[config.mk]
export PLATFORM = sky130hd
export DESIGN_NAME = dcp_prefetch
export DESIGN_NICKNAME = d
export VERILOG_FILES = /design/src/rtl/dcp_pkg.sv /design/src/rtl/dcp_prefetch.sv
export VERILOG_INCLUDE_DIRS = /design/src /design/src/rtl
export SDC_FILE = /design/constraint.sdc
export NUM_CORES = 2
export LEC_CHECK = 0
export ABC_AREA = 0
export BUFFER_PORTS_ARGS = -buffer_cell sky130_fd_sc_hd__buf_2
export CORE_ASPECT_RATIO = 1.25
export CORE_MARGIN = 4
export CORE_UTILIZATION = 50
export DETAILED_ROUTE_END_ITERATION = 10
export GPL_TIMING_DRIVEN = 0
export PLACE_DENSITY = 0.67
export SLEW_MARGIN = 20
export SYNTH_ARGS = -nofsm -noshare
export SYNTH_HDL_FRONTEND = slang
export SYNTH_SLANG_ARGS = --single-unit
[constraint.sdc]
create_clock -name clock -period 9.87 [get_ports clock]
set_input_delay 0.987 -clock clock [delete_from_list [all_inputs] [get_ports clock]]
set_output_delay 0.987 -clock clock [all_outputs]
set_load 0.01 [all_outputs]
[src/rtl/dcp_defs.svh]
// Offsets, field positions, reset values and codes of the cache policy block.
// Assumes byte addresses on an 8-bit register address port, one word each.
`ifndef DCP_DEFS_SVH
`define DCP_DEFS_SVH

// Register byte offsets
`define DCP_OFS_CTRL 8'h00
`define DCP_OFS_DISLEN 8'h04
`define DCP_OFS_MINPF 8'h08
`define DCP_OFS_MAXPF 8'h0C
`define DCP_OFS_CEIL 8'h10
`define DCP_OFS_LASTLBA 8'h14
`define DCP_OFS_STATUS 8'h18
`define DCP_OFS_FETCHED 8'h1C

// Control register fields
`define DCP_CTRL_WRET_LSB 0
`define DCP_CTRL_RRET_LSB 4
`define DCP_CTRL_SCALE_BIT 8

// Status register fields
`define DCP_ST_DEFERR_BIT 0
`define DCP_ST_BUSY_BIT 1
`define DCP_ST_SUPERR_BIT 2

// Reset values
`define DCP_RST_CODE 4'h0
`define DCP_RST_LEN16 16'h0000
`define DCP_RST_LASTLBA 32'hFFFFFFFF

// Retention priority codes
`define DCP_RET_LOW 4'h1
`define DCP_RET_HIGH 4'hF

// Eviction ranks, lower is evicted first
`define DCP_RANK_EARLY 2'h0
`define DCP_RANK_PLAIN 2'h1
`define DCP_RANK_KEEP 2'h2
`define DCP_RANK_NONE 2'h3

`endif

[src/rtl/dcp_pkg.sv]
// Types shared by the cache policy block and its bench.
// Assumes dcp_defs.svh provides the numeric constants.
package dcp_pkg;
  typedef enum logic [0:0] {DCP_IDLE, DCP_FETCH} dcp_state_t;
endpackage : dcp_pkg

[src/rtl/dcp_prefetch.sv]
// Cache replacement choice and anticipatory pre-fetch sequencing.
// Assumes one clock, a same-clock command decoder, a media engine that
// fetches one block per pf_ack, and a cache that reports its line classes.
// Overview of operation
// - Code zero: treat data like pre-fetched data
// - Read code one: evict read data first
// - Write code one: evict written data first
// - Read code F: keep read data while others
// - Write code F: keep written data while others
// - Pre-fetch advisory, never raises check condition
// - Skip pre-fetch when length exceeds threshold
// - Threshold zero disables every pre-fetch
// - Fetch at least scaled minimum, or capped maximum if lower
// - Start right after previous read's end
// - Stop before passing medium's last block
// - Suppress pre-fetch errors unless fatal, deferred
// - Above minimum, abandon when command waits
// - Minimum equals maximum: never abandon early
// - Fetch scaled maximum when nothing waits
// - Cap computed maximum at ceiling value
// - Scale bit multiplies fields by length
// - Read priority covers delivered read data
`timescale 1ns/100ps
`include "dcp_defs.svh"

module dcp_prefetch #(
  parameter int LINES = 8,
  parameter int IDXW = $clog2(LINES)
) (
  // Clock and reset
  input wire logic clock,
  input wire logic nrst,
  // Register port
  input wire logic [7:0] reg_addr,
  input wire logic [31:0] reg_wdata,
  input wire logic reg_wr,
  input wire logic reg_rd,
  output logic [31:0] reg_rdata,
  // Command port
  input wire logic cmd_valid,
  input wire logic cmd_is_read,
  input wire logic [31:0] cmd_lba,
  input wire logic [15:0] cmd_len,
  input wire logic cmd_pending,
  output logic cmd_ready,
  // Media pre-fetch engine
  output logic pf_req,
  output logic [31:0] pf_lba,
  input wire logic pf_ack,
  input wire logic pf_err,
  input wire logic pf_err_fatal,
  output logic deferred_err,
  output dcp_pkg::dcp_state_t pf_state,
  // Replacement choice
  input wire logic victim_req,
  input wire logic [LINES-1:0] line_evictable,
  input wire logic [LINES-1:0] line_from_read,
  input wire logic [LINES-1:0] line_from_write,
  output logic victim_valid,
  output logic victim_found,
  output logic [IDXW-1:0] victim_idx
);
  import dcp_pkg::*;
  // Software-visible settings
  logic [3:0] wret_reg;
  logic [3:0] rret_reg;
  logic scale_reg;
  logic [15:0] dislen_reg;
  logic [15:0] minpf_reg;
  logic [15:0] maxpf_reg;
  logic [15:0] ceil_reg;
  logic [31:0] lastlba_reg;
  logic superr_reg;
  // Pre-fetch engine state
  dcp_state_t state_reg;
  dcp_state_t state_next;
  logic [31:0] fetched_reg;
  logic [31:0] min_target_reg;
  logic [31:0] max_target_reg;
  logic no_abort_reg;
  // Command evaluation
  logic cmd_take;
  logic pf_allowed;
  logic [31:0] min_scaled;
  logic [31:0] max_scaled;
  logic [31:0] max_capped;
  logic [32:0] start_lba;
  logic start_ok;
  // Fetch progress
  logic fatal_hit;
  logic abort_hit;
  logic [31:0] fetched_inc;
  logic [32:0] lba_inc;
  logic done_hit;
  // Replacement search
  logic [1:0] best_rank;
  logic [IDXW-1:0] best_idx;
  // Rank of a line under the two retention codes; reserved codes act as zero
  function automatic logic [1:0] line_rank(input logic from_rd, input logic from_wr,
                                           input logic [3:0] rcode, input logic [3:0] wcode);
    logic [3:0] code;
    code = from_rd ? rcode : (from_wr ? wcode : `DCP_RST_CODE);
    if (!from_rd && !from_wr)
      line_rank = `DCP_RANK_PLAIN;
    else if (code == `DCP_RET_LOW)
      line_rank = `DCP_RANK_EARLY;
    else if (code == `DCP_RET_HIGH)
      line_rank = `DCP_RANK_KEEP;
    else
      line_rank = `DCP_RANK_PLAIN;
  endfunction : line_rank
  // Command taken; a zero threshold shuts pre-fetch off, even for zero length
  assign cmd_take = cmd_valid && cmd_ready;
  assign pf_allowed = cmd_is_read && (dislen_reg != `DCP_RST_LEN16)
                      && (cmd_len <= dislen_reg);
  // Scaled counts; the product of two 16-bit fields fits 32 bits
  assign min_scaled = scale_reg ? 32'(minpf_reg) * 32'(cmd_len) : 32'(minpf_reg);
  assign max_scaled = scale_reg ? 32'(maxpf_reg) * 32'(cmd_len) : 32'(maxpf_reg);
  assign max_capped = (max_scaled > {16'h0000, ceil_reg}) ? {16'h0000, ceil_reg}
                      : max_scaled;
  // Start after the read's final block; 33 bits so a wrap is not mistaken
  assign start_lba = {1'b0, cmd_lba} + {17'h00000, cmd_len};
  assign start_ok = start_lba <= {1'b0, lastlba_reg};
  // Events during a fetch, in order of precedence
  assign fatal_hit = pf_err && pf_err_fatal;
  assign abort_hit = cmd_pending && !no_abort_reg
                     && (fetched_reg > min_target_reg);
  assign fetched_inc = fetched_reg + 32'h00000001;
  assign lba_inc = {1'b0, pf_lba} + 33'h000000001;
  assign done_hit = (fetched_inc >= max_target_reg)
                    || (lba_inc > {1'b0, lastlba_reg});
  // Next state of the pre-fetch sequencer
  always_comb
  begin
    state_next = state_reg;
    case (state_reg)
      DCP_IDLE:
      begin
        if (cmd_take && pf_allowed && start_ok && (max_capped != 32'h00000000))
          state_next = DCP_FETCH;
      end
      DCP_FETCH:
      begin
        if (fatal_hit)
          state_next = DCP_IDLE;
        else if (abort_hit)
          state_next = DCP_IDLE;
        else if (pf_ack && done_hit)
          state_next = DCP_IDLE;
      end
      default:
        state_next = DCP_IDLE;
    endcase
  end
  // Sequencer state and its visible copy
  always_ff @(posedge clock or negedge nrst)
  begin
    if (!nrst)
    begin
      state_reg <= DCP_IDLE;
      pf_state <= DCP_IDLE;
    end
    else
    begin
      state_reg <= state_next;
      pf_state <= state_next;
    end
  end
  // Commands wait while a fetch runs, so the minimum is never cut short
  always_ff @(posedge clock or negedge nrst)
  begin
    if (!nrst)
      cmd_ready <= 1'b0;
    else
      cmd_ready <= (state_next == DCP_IDLE);
  end

  // Targets latched once per READ so fetch size changes do not disturb a fetch
  always_ff @(posedge clock or negedge nrst)
  begin
    if (!nrst)
    begin
      min_target_reg <= 32'h00000000;
      max_target_reg <= 32'h00000000;
      no_abort_reg <= 1'b0;
    end
    else if (state_reg == DCP_IDLE && state_next == DCP_FETCH)
    begin
      min_target_reg <= min_scaled;
      max_target_reg <= max_capped;
      no_abort_reg <= (minpf_reg == maxpf_reg);
    end
  end

  // Request, address and block count toward the media engine
  always_ff @(posedge clock or negedge nrst)
  begin
    if (!nrst)
    begin
      pf_req <= 1'b0;
      pf_lba <= 32'h00000000;
      fetched_reg <= 32'h00000000;
    end
    else if (state_reg == DCP_IDLE && state_next == DCP_FETCH)
    begin
      pf_req <= 1'b1;
      pf_lba <= start_lba[31:0];
      fetched_reg <= 32'h00000000;
    end
    else if (state_reg == DCP_FETCH)
    begin
      pf_req <= (state_next == DCP_FETCH);
      if (state_next == DCP_FETCH && pf_ack)
      begin
        pf_lba <= lba_inc[31:0];
        fetched_reg <= fetched_inc;
      end
      else if (pf_ack && !fatal_hit && !abort_hit)
        fetched_reg <= fetched_inc; // Last block of a completed fetch counts
    end
  end

  // Errors stay hidden unless fatal; then only a deferred flag, never a check condition
  always_ff @(posedge clock or negedge nrst)
  begin
    if (!nrst)
      deferred_err <= 1'b0;
    else if (state_reg == DCP_FETCH && fatal_hit)
      deferred_err <= 1'b1;
    else if (reg_wr && reg_addr == `DCP_OFS_STATUS && reg_wdata[`DCP_ST_DEFERR_BIT])
      deferred_err <= 1'b0;
  end

  // Suppressed error seen; set wins over a same-cycle clear
  always_ff @(posedge clock or negedge nrst)
  begin
    if (!nrst)
      superr_reg <= 1'b0;
    else if (state_reg == DCP_FETCH && pf_err && !pf_err_fatal)
      superr_reg <= 1'b1;
    else if (reg_wr && reg_addr == `DCP_OFS_STATUS && reg_wdata[`DCP_ST_SUPERR_BIT])
      superr_reg <= 1'b0;
  end

  // Best victim: lowest rank among evictable lines, lowest index on a tie
  always_comb
  begin
    best_rank = `DCP_RANK_NONE;
    best_idx = '0;
    for (int i = 0; i < LINES; i++)
    begin
      if (line_evictable[i]
          && line_rank(line_from_read[i], line_from_write[i], rret_reg, wret_reg) < best_rank)
      begin
        best_rank = line_rank(line_from_read[i], line_from_write[i], rret_reg, wret_reg);
        best_idx = IDXW'(i);
      end
    end
  end

  // Victim answer one cycle after the request
  always_ff @(posedge clock or negedge nrst)
  begin
    if (!nrst)
    begin
      victim_valid <= 1'b0;
      victim_found <= 1'b0;
      victim_idx <= '0;
    end
    else
    begin
      victim_valid <= victim_req;
      if (victim_req)
      begin
        victim_found <= (best_rank != `DCP_RANK_NONE);
        victim_idx <= best_idx;
      end
    end
  end

  // Setting registers; fetch sizes take effect on the next READ, retention codes and last block at once
  always_ff @(posedge clock or negedge nrst)
  begin
    if (!nrst)
    begin
      wret_reg <= `DCP_RST_CODE;
      rret_reg <= `DCP_RST_CODE;
      scale_reg <= 1'b0;
      dislen_reg <= `DCP_RST_LEN16;
      minpf_reg <= `DCP_RST_LEN16;
      maxpf_reg <= `DCP_RST_LEN16;
      ceil_reg <= `DCP_RST_LEN16;
      lastlba_reg <= `DCP_RST_LASTLBA;
    end
    else if (reg_wr)
    begin
      case (reg_addr)
        `DCP_OFS_CTRL:
        begin
          wret_reg <= reg_wdata[`DCP_CTRL_WRET_LSB +: 4];
          rret_reg <= reg_wdata[`DCP_CTRL_RRET_LSB +: 4];
          scale_reg <= reg_wdata[`DCP_CTRL_SCALE_BIT];
        end
        `DCP_OFS_DISLEN: dislen_reg <= reg_wdata[15:0];
        `DCP_OFS_MINPF: minpf_reg <= reg_wdata[15:0];
        `DCP_OFS_MAXPF: maxpf_reg <= reg_wdata[15:0];
        `DCP_OFS_CEIL: ceil_reg <= reg_wdata[15:0];
        `DCP_OFS_LASTLBA: lastlba_reg <= reg_wdata;
        default: ;
      endcase
    end
  end

  // Read data stand in the cycle after the strobe only; unmapped reads zero
  always_ff @(posedge clock or negedge nrst)
  begin
    if (!nrst)
      reg_rdata <= 32'h00000000;
    else if (!reg_rd)
      reg_rdata <= 32'h00000000;
    else
    begin
      case (reg_addr)
        `DCP_OFS_CTRL: reg_rdata <= {23'h000000, scale_reg, rret_reg, wret_reg};
        `DCP_OFS_DISLEN: reg_rdata <= {16'h0000, dislen_reg};
        `DCP_OFS_MINPF: reg_rdata <= {16'h0000, minpf_reg};
        `DCP_OFS_MAXPF: reg_rdata <= {16'h0000, maxpf_reg};
        `DCP_OFS_CEIL: reg_rdata <= {16'h0000, ceil_reg};
        `DCP_OFS_LASTLBA: reg_rdata <= lastlba_reg;
        `DCP_OFS_STATUS: reg_rdata <= {29'h00000000, superr_reg,
                                       (state_reg == DCP_FETCH), deferred_err};
        `DCP_OFS_FETCHED: reg_rdata <= fetched_reg;
        default: reg_rdata <= 32'h00000000;
      endcase
    end
  end
endmodule : dcp_prefetch

==> results.toml <==
[outcome]
outcome = "complete, no violations"

[critical_path]
critPathMaxFanout = 10
crit_path_max_incr_delay_ns = 0.57
critPathBufInv = 8
worstSetupEndpointType = "register"
slowest_stage = "fa_1"
cp.required_ns = 10.34
start_kind = "input port"
crit_arrival_ns = 10.08
critPathMostFrequentCell = "fa_1"
path_delay_family = "adder cells"
critical_path_class = "in2reg"

[yosys]
syn_area_per_cell_um2 = 9.03
yosysSeqAreaShare_pct = 19.0
yosys_warnings = 0
syn_nets = 4945
synthAdderAreaFrac_pct = 34.8
synthMuxAreaShare_pct = 6.91
synthesis.area_um2 = 36500
synth_area_leader_cell = "fa_1"
synth_top_family_by_area = "adder cells"
synth_edf_count = 0
synth_cell_types = 82
synth_top_area_share_pct = 21.3
synthCells = 4040
ys_ff_latch = 276
ys.flop_type = "dfrtp_1"
synth_simple_gate_area_share_pct = 16.1
synth_xor_area_share_pct = 4.78
synth_compound_area_share_pct = 9.88
synthArstFlopShare_pct = 100
synth.area.top_cells = "fa_1 (21%), dfrtp_1 (17%), ha_1 (13%)"

[timing]
clock.fmax_ghz = 0.104
finalHoldViolCount = 0
max_slew_margin_pct = 22.2
fin_crit_ns = 9.62
rsz0062_at_grt = "no"
finalSetupTns_ns = 0
setup_viol = 0
maxSlewViolCount = 0
period_share_pct = 97.4
setup_ws_ns = 0.252
worst_slew_pin_slew_ns = 1.16
fin_worst_skew_ns = 0.0227

[place]
gp_congestion = 0.989
placedCellCount = 5184
portBuffers = 189
dp_hpwl_um = 98800
place_ws_ns = -1.01

[drt]
dr_wl_met3_um = 8790
first_iter_violations = 2373
viasPerCell = 5.79
wl_met2_um = 56600
num_vias = 30300
wl_per_cell_um = 22.9
routed_wl_um = 120000
dr.pass1.iters = 6
maxUsedRoutingLayer = "met5"
ant_nets = 0
drcViolationCount = 0
wirelength_met1_um = 45400

[clock_network]
clock_latency_ns = 0.60
tritoncts = "done"
clock_sinks = 276
clk_path_buf_depth = 3
numCtsBuffers = 30
hold_buffers = 0
cts.clk_slew.worst_paths_ns = 0.07
cts_root_buf = "clkbuf_16"
h-tree-depth = 1

[finish]
final_util_pct = 55.3
layout-drive-gt1-share_pct = 11.0
nNetsFinal = 5157
fin_cells = 5233
synthToLayoutAreaGrowth_pct = 9.37

[floorplanning]
die_w_um = 250
initial_utilization_pct = 50.6
fp-row-count = 110
core_area_um2 = 72100
die_h_um = 310
die-area_um2 = 77400
ios = 196

[pwr]
peakVddDrop_mv = 0.133
powerDensity_nw_per_um2 = 122
power_leakage_nw = 19.8

[global_route]
overflow = 0
grt_max_degree = 98
grt_pass1_vias = 31600
grt_pass1_wl_um = 185000
grt_antenna_before_repair = 10
grt.total_usage_pct = 30.8

[job]
cap_violations = 0

[hold_path]
holdCritPathClass = "in2async"
[cells in the final DEF, fill, tap and decap left out, drive strengths merged, types with 68 or more instances in the layout]
cell and n:
ha 393, nand4 72, fa 389, mux2 145, xnor2 152, and2 214
clkbuf 195, nand2 451, mux2i 86, buf 223, inv 611, nand3 68
o21ai 97, dfrtp 244, a21oi 122, nor2 205
[metal layers]
layer,track usage (%),vias to the layer above
met5,0,-
met4,19.0,4
li1,-,13800
met2,52.7,1300
met3,4.17,405
met1,37.3,14800
[path summary, 6_finish.rpt]
| kind | startpoint | endpoint | slack, ns | depth (start not counted) |
|---|---|---|---|---|
| max | cmd_len[7] | pf_lba[25]$_DFFE_PN0P_ | 0.25 | 32 |
| min in group clock | max_target_reg[27]$_DFFE_PN0P_ | max_target_reg[27]$_DFFE_PN0P_ | 0.50 | 2 |
| max reg2reg | maxpf_reg[5]$_DFFE_PN0P_ | pf_lba[25]$_DFFE_PN0P_ | 0.28 | 31 |
| min | nrst | pf_lba[3]$_DFFE_PN0P_ | 0.18 | 1 |
| min reg2reg | max_target_reg[27]$_DFFE_PN0P_ | max_target_reg[27]$_DFFE_PN0P_ | 0.50 | 2 |
| max in group asynchronous | nrst | lastlba_reg[26]$_DFFE_PN1P_ | 8.56 | 3 |
[synth_stat cells (all sizes together), types with 86 or more instances]
| cell type | number |
|---|---|
| a21oi | 122 |
| and2 | 214 |
| clkbuf | 172 |
| dfrtp | 244 |
| fa | 389 |
| ha | 393 |
| inv | 611 |
| mux2 | 145 |
| mux2i | 86 |
| nand2 | 451 |
| nor2 | 205 |
| o21ai | 97 |
| xnor2 | 152 |
[power by group]
part | switching, mW | internal [mW]
registers | 0.166 | 1.29
logic | 1.27 | 0.816
clock network | 0.513 | 0.813
total | 1.95 | 2.92
[metrics by stage]
step | power, mW | instance area (µm²) | hold WS, ns
6_report | 4.87 | 39900 | 0.176
2_1_floorplan | 2.80 | 36500 | 0.449
4_1_cts | 4.85 | 39800 | 0.168
3_3_place_gp | 3.47 | 38600 | 0.469
3_5_place_dp | 3.51 | 38700 | 0.482
5_1_grt | 5.17 | 39900 | 0.180
[final cells by class]
class | instances | area (µm²)
antenna | 5 | 12.5
multi-input combinational | 2953 | 26500
clock inverter | 18 | 310
clock buffer | 38 | 842
fill | 6737 | 32200
timing repair buffer | 195 | 1060
sequential | 276 | 6950
tap | 952 | 1190
inverter | 611 | 2290
buffer | 185 | 779
[what timing repair did]
item | in CTS | in global routing
endpoints found under the setup margin | 132 | 127
setup buffers | 0 | 3
pin swaps | 1 | 1
gates resized for setup | 15 | 28
[worst reg2reg max path, delay by kind of cell, from the launching register on]
| kind | cells | cell delay, ns |
|---|---|---|
| XOR/XNOR | 1 | 0.19 |
| AO/OA/AOI/OAI | 7 | 2.04 |
| multiplexers | 2 | 0.72 |
| AND/OR/NAND/NOR | 6 | 1.08 |
| flip-flops | 1 | 0.59 |
| buffers and inverters | 7 | 1.05 |
| adder cells (fa/ha/maj) | 8 | 3.78 |
[kinds of logic (layout without fill, tap and decap cells)]
group,count (synthesis),count (layout)
buf+inv,811,1047
flops,276,276
other cells,0,5
mux,232,232
compound gates,531,531
fa+ha+maj,782,782
simple gates,1209,1209
xor+xnor,199,199
No activity file was read; power rests on OpenSTA's default activity.
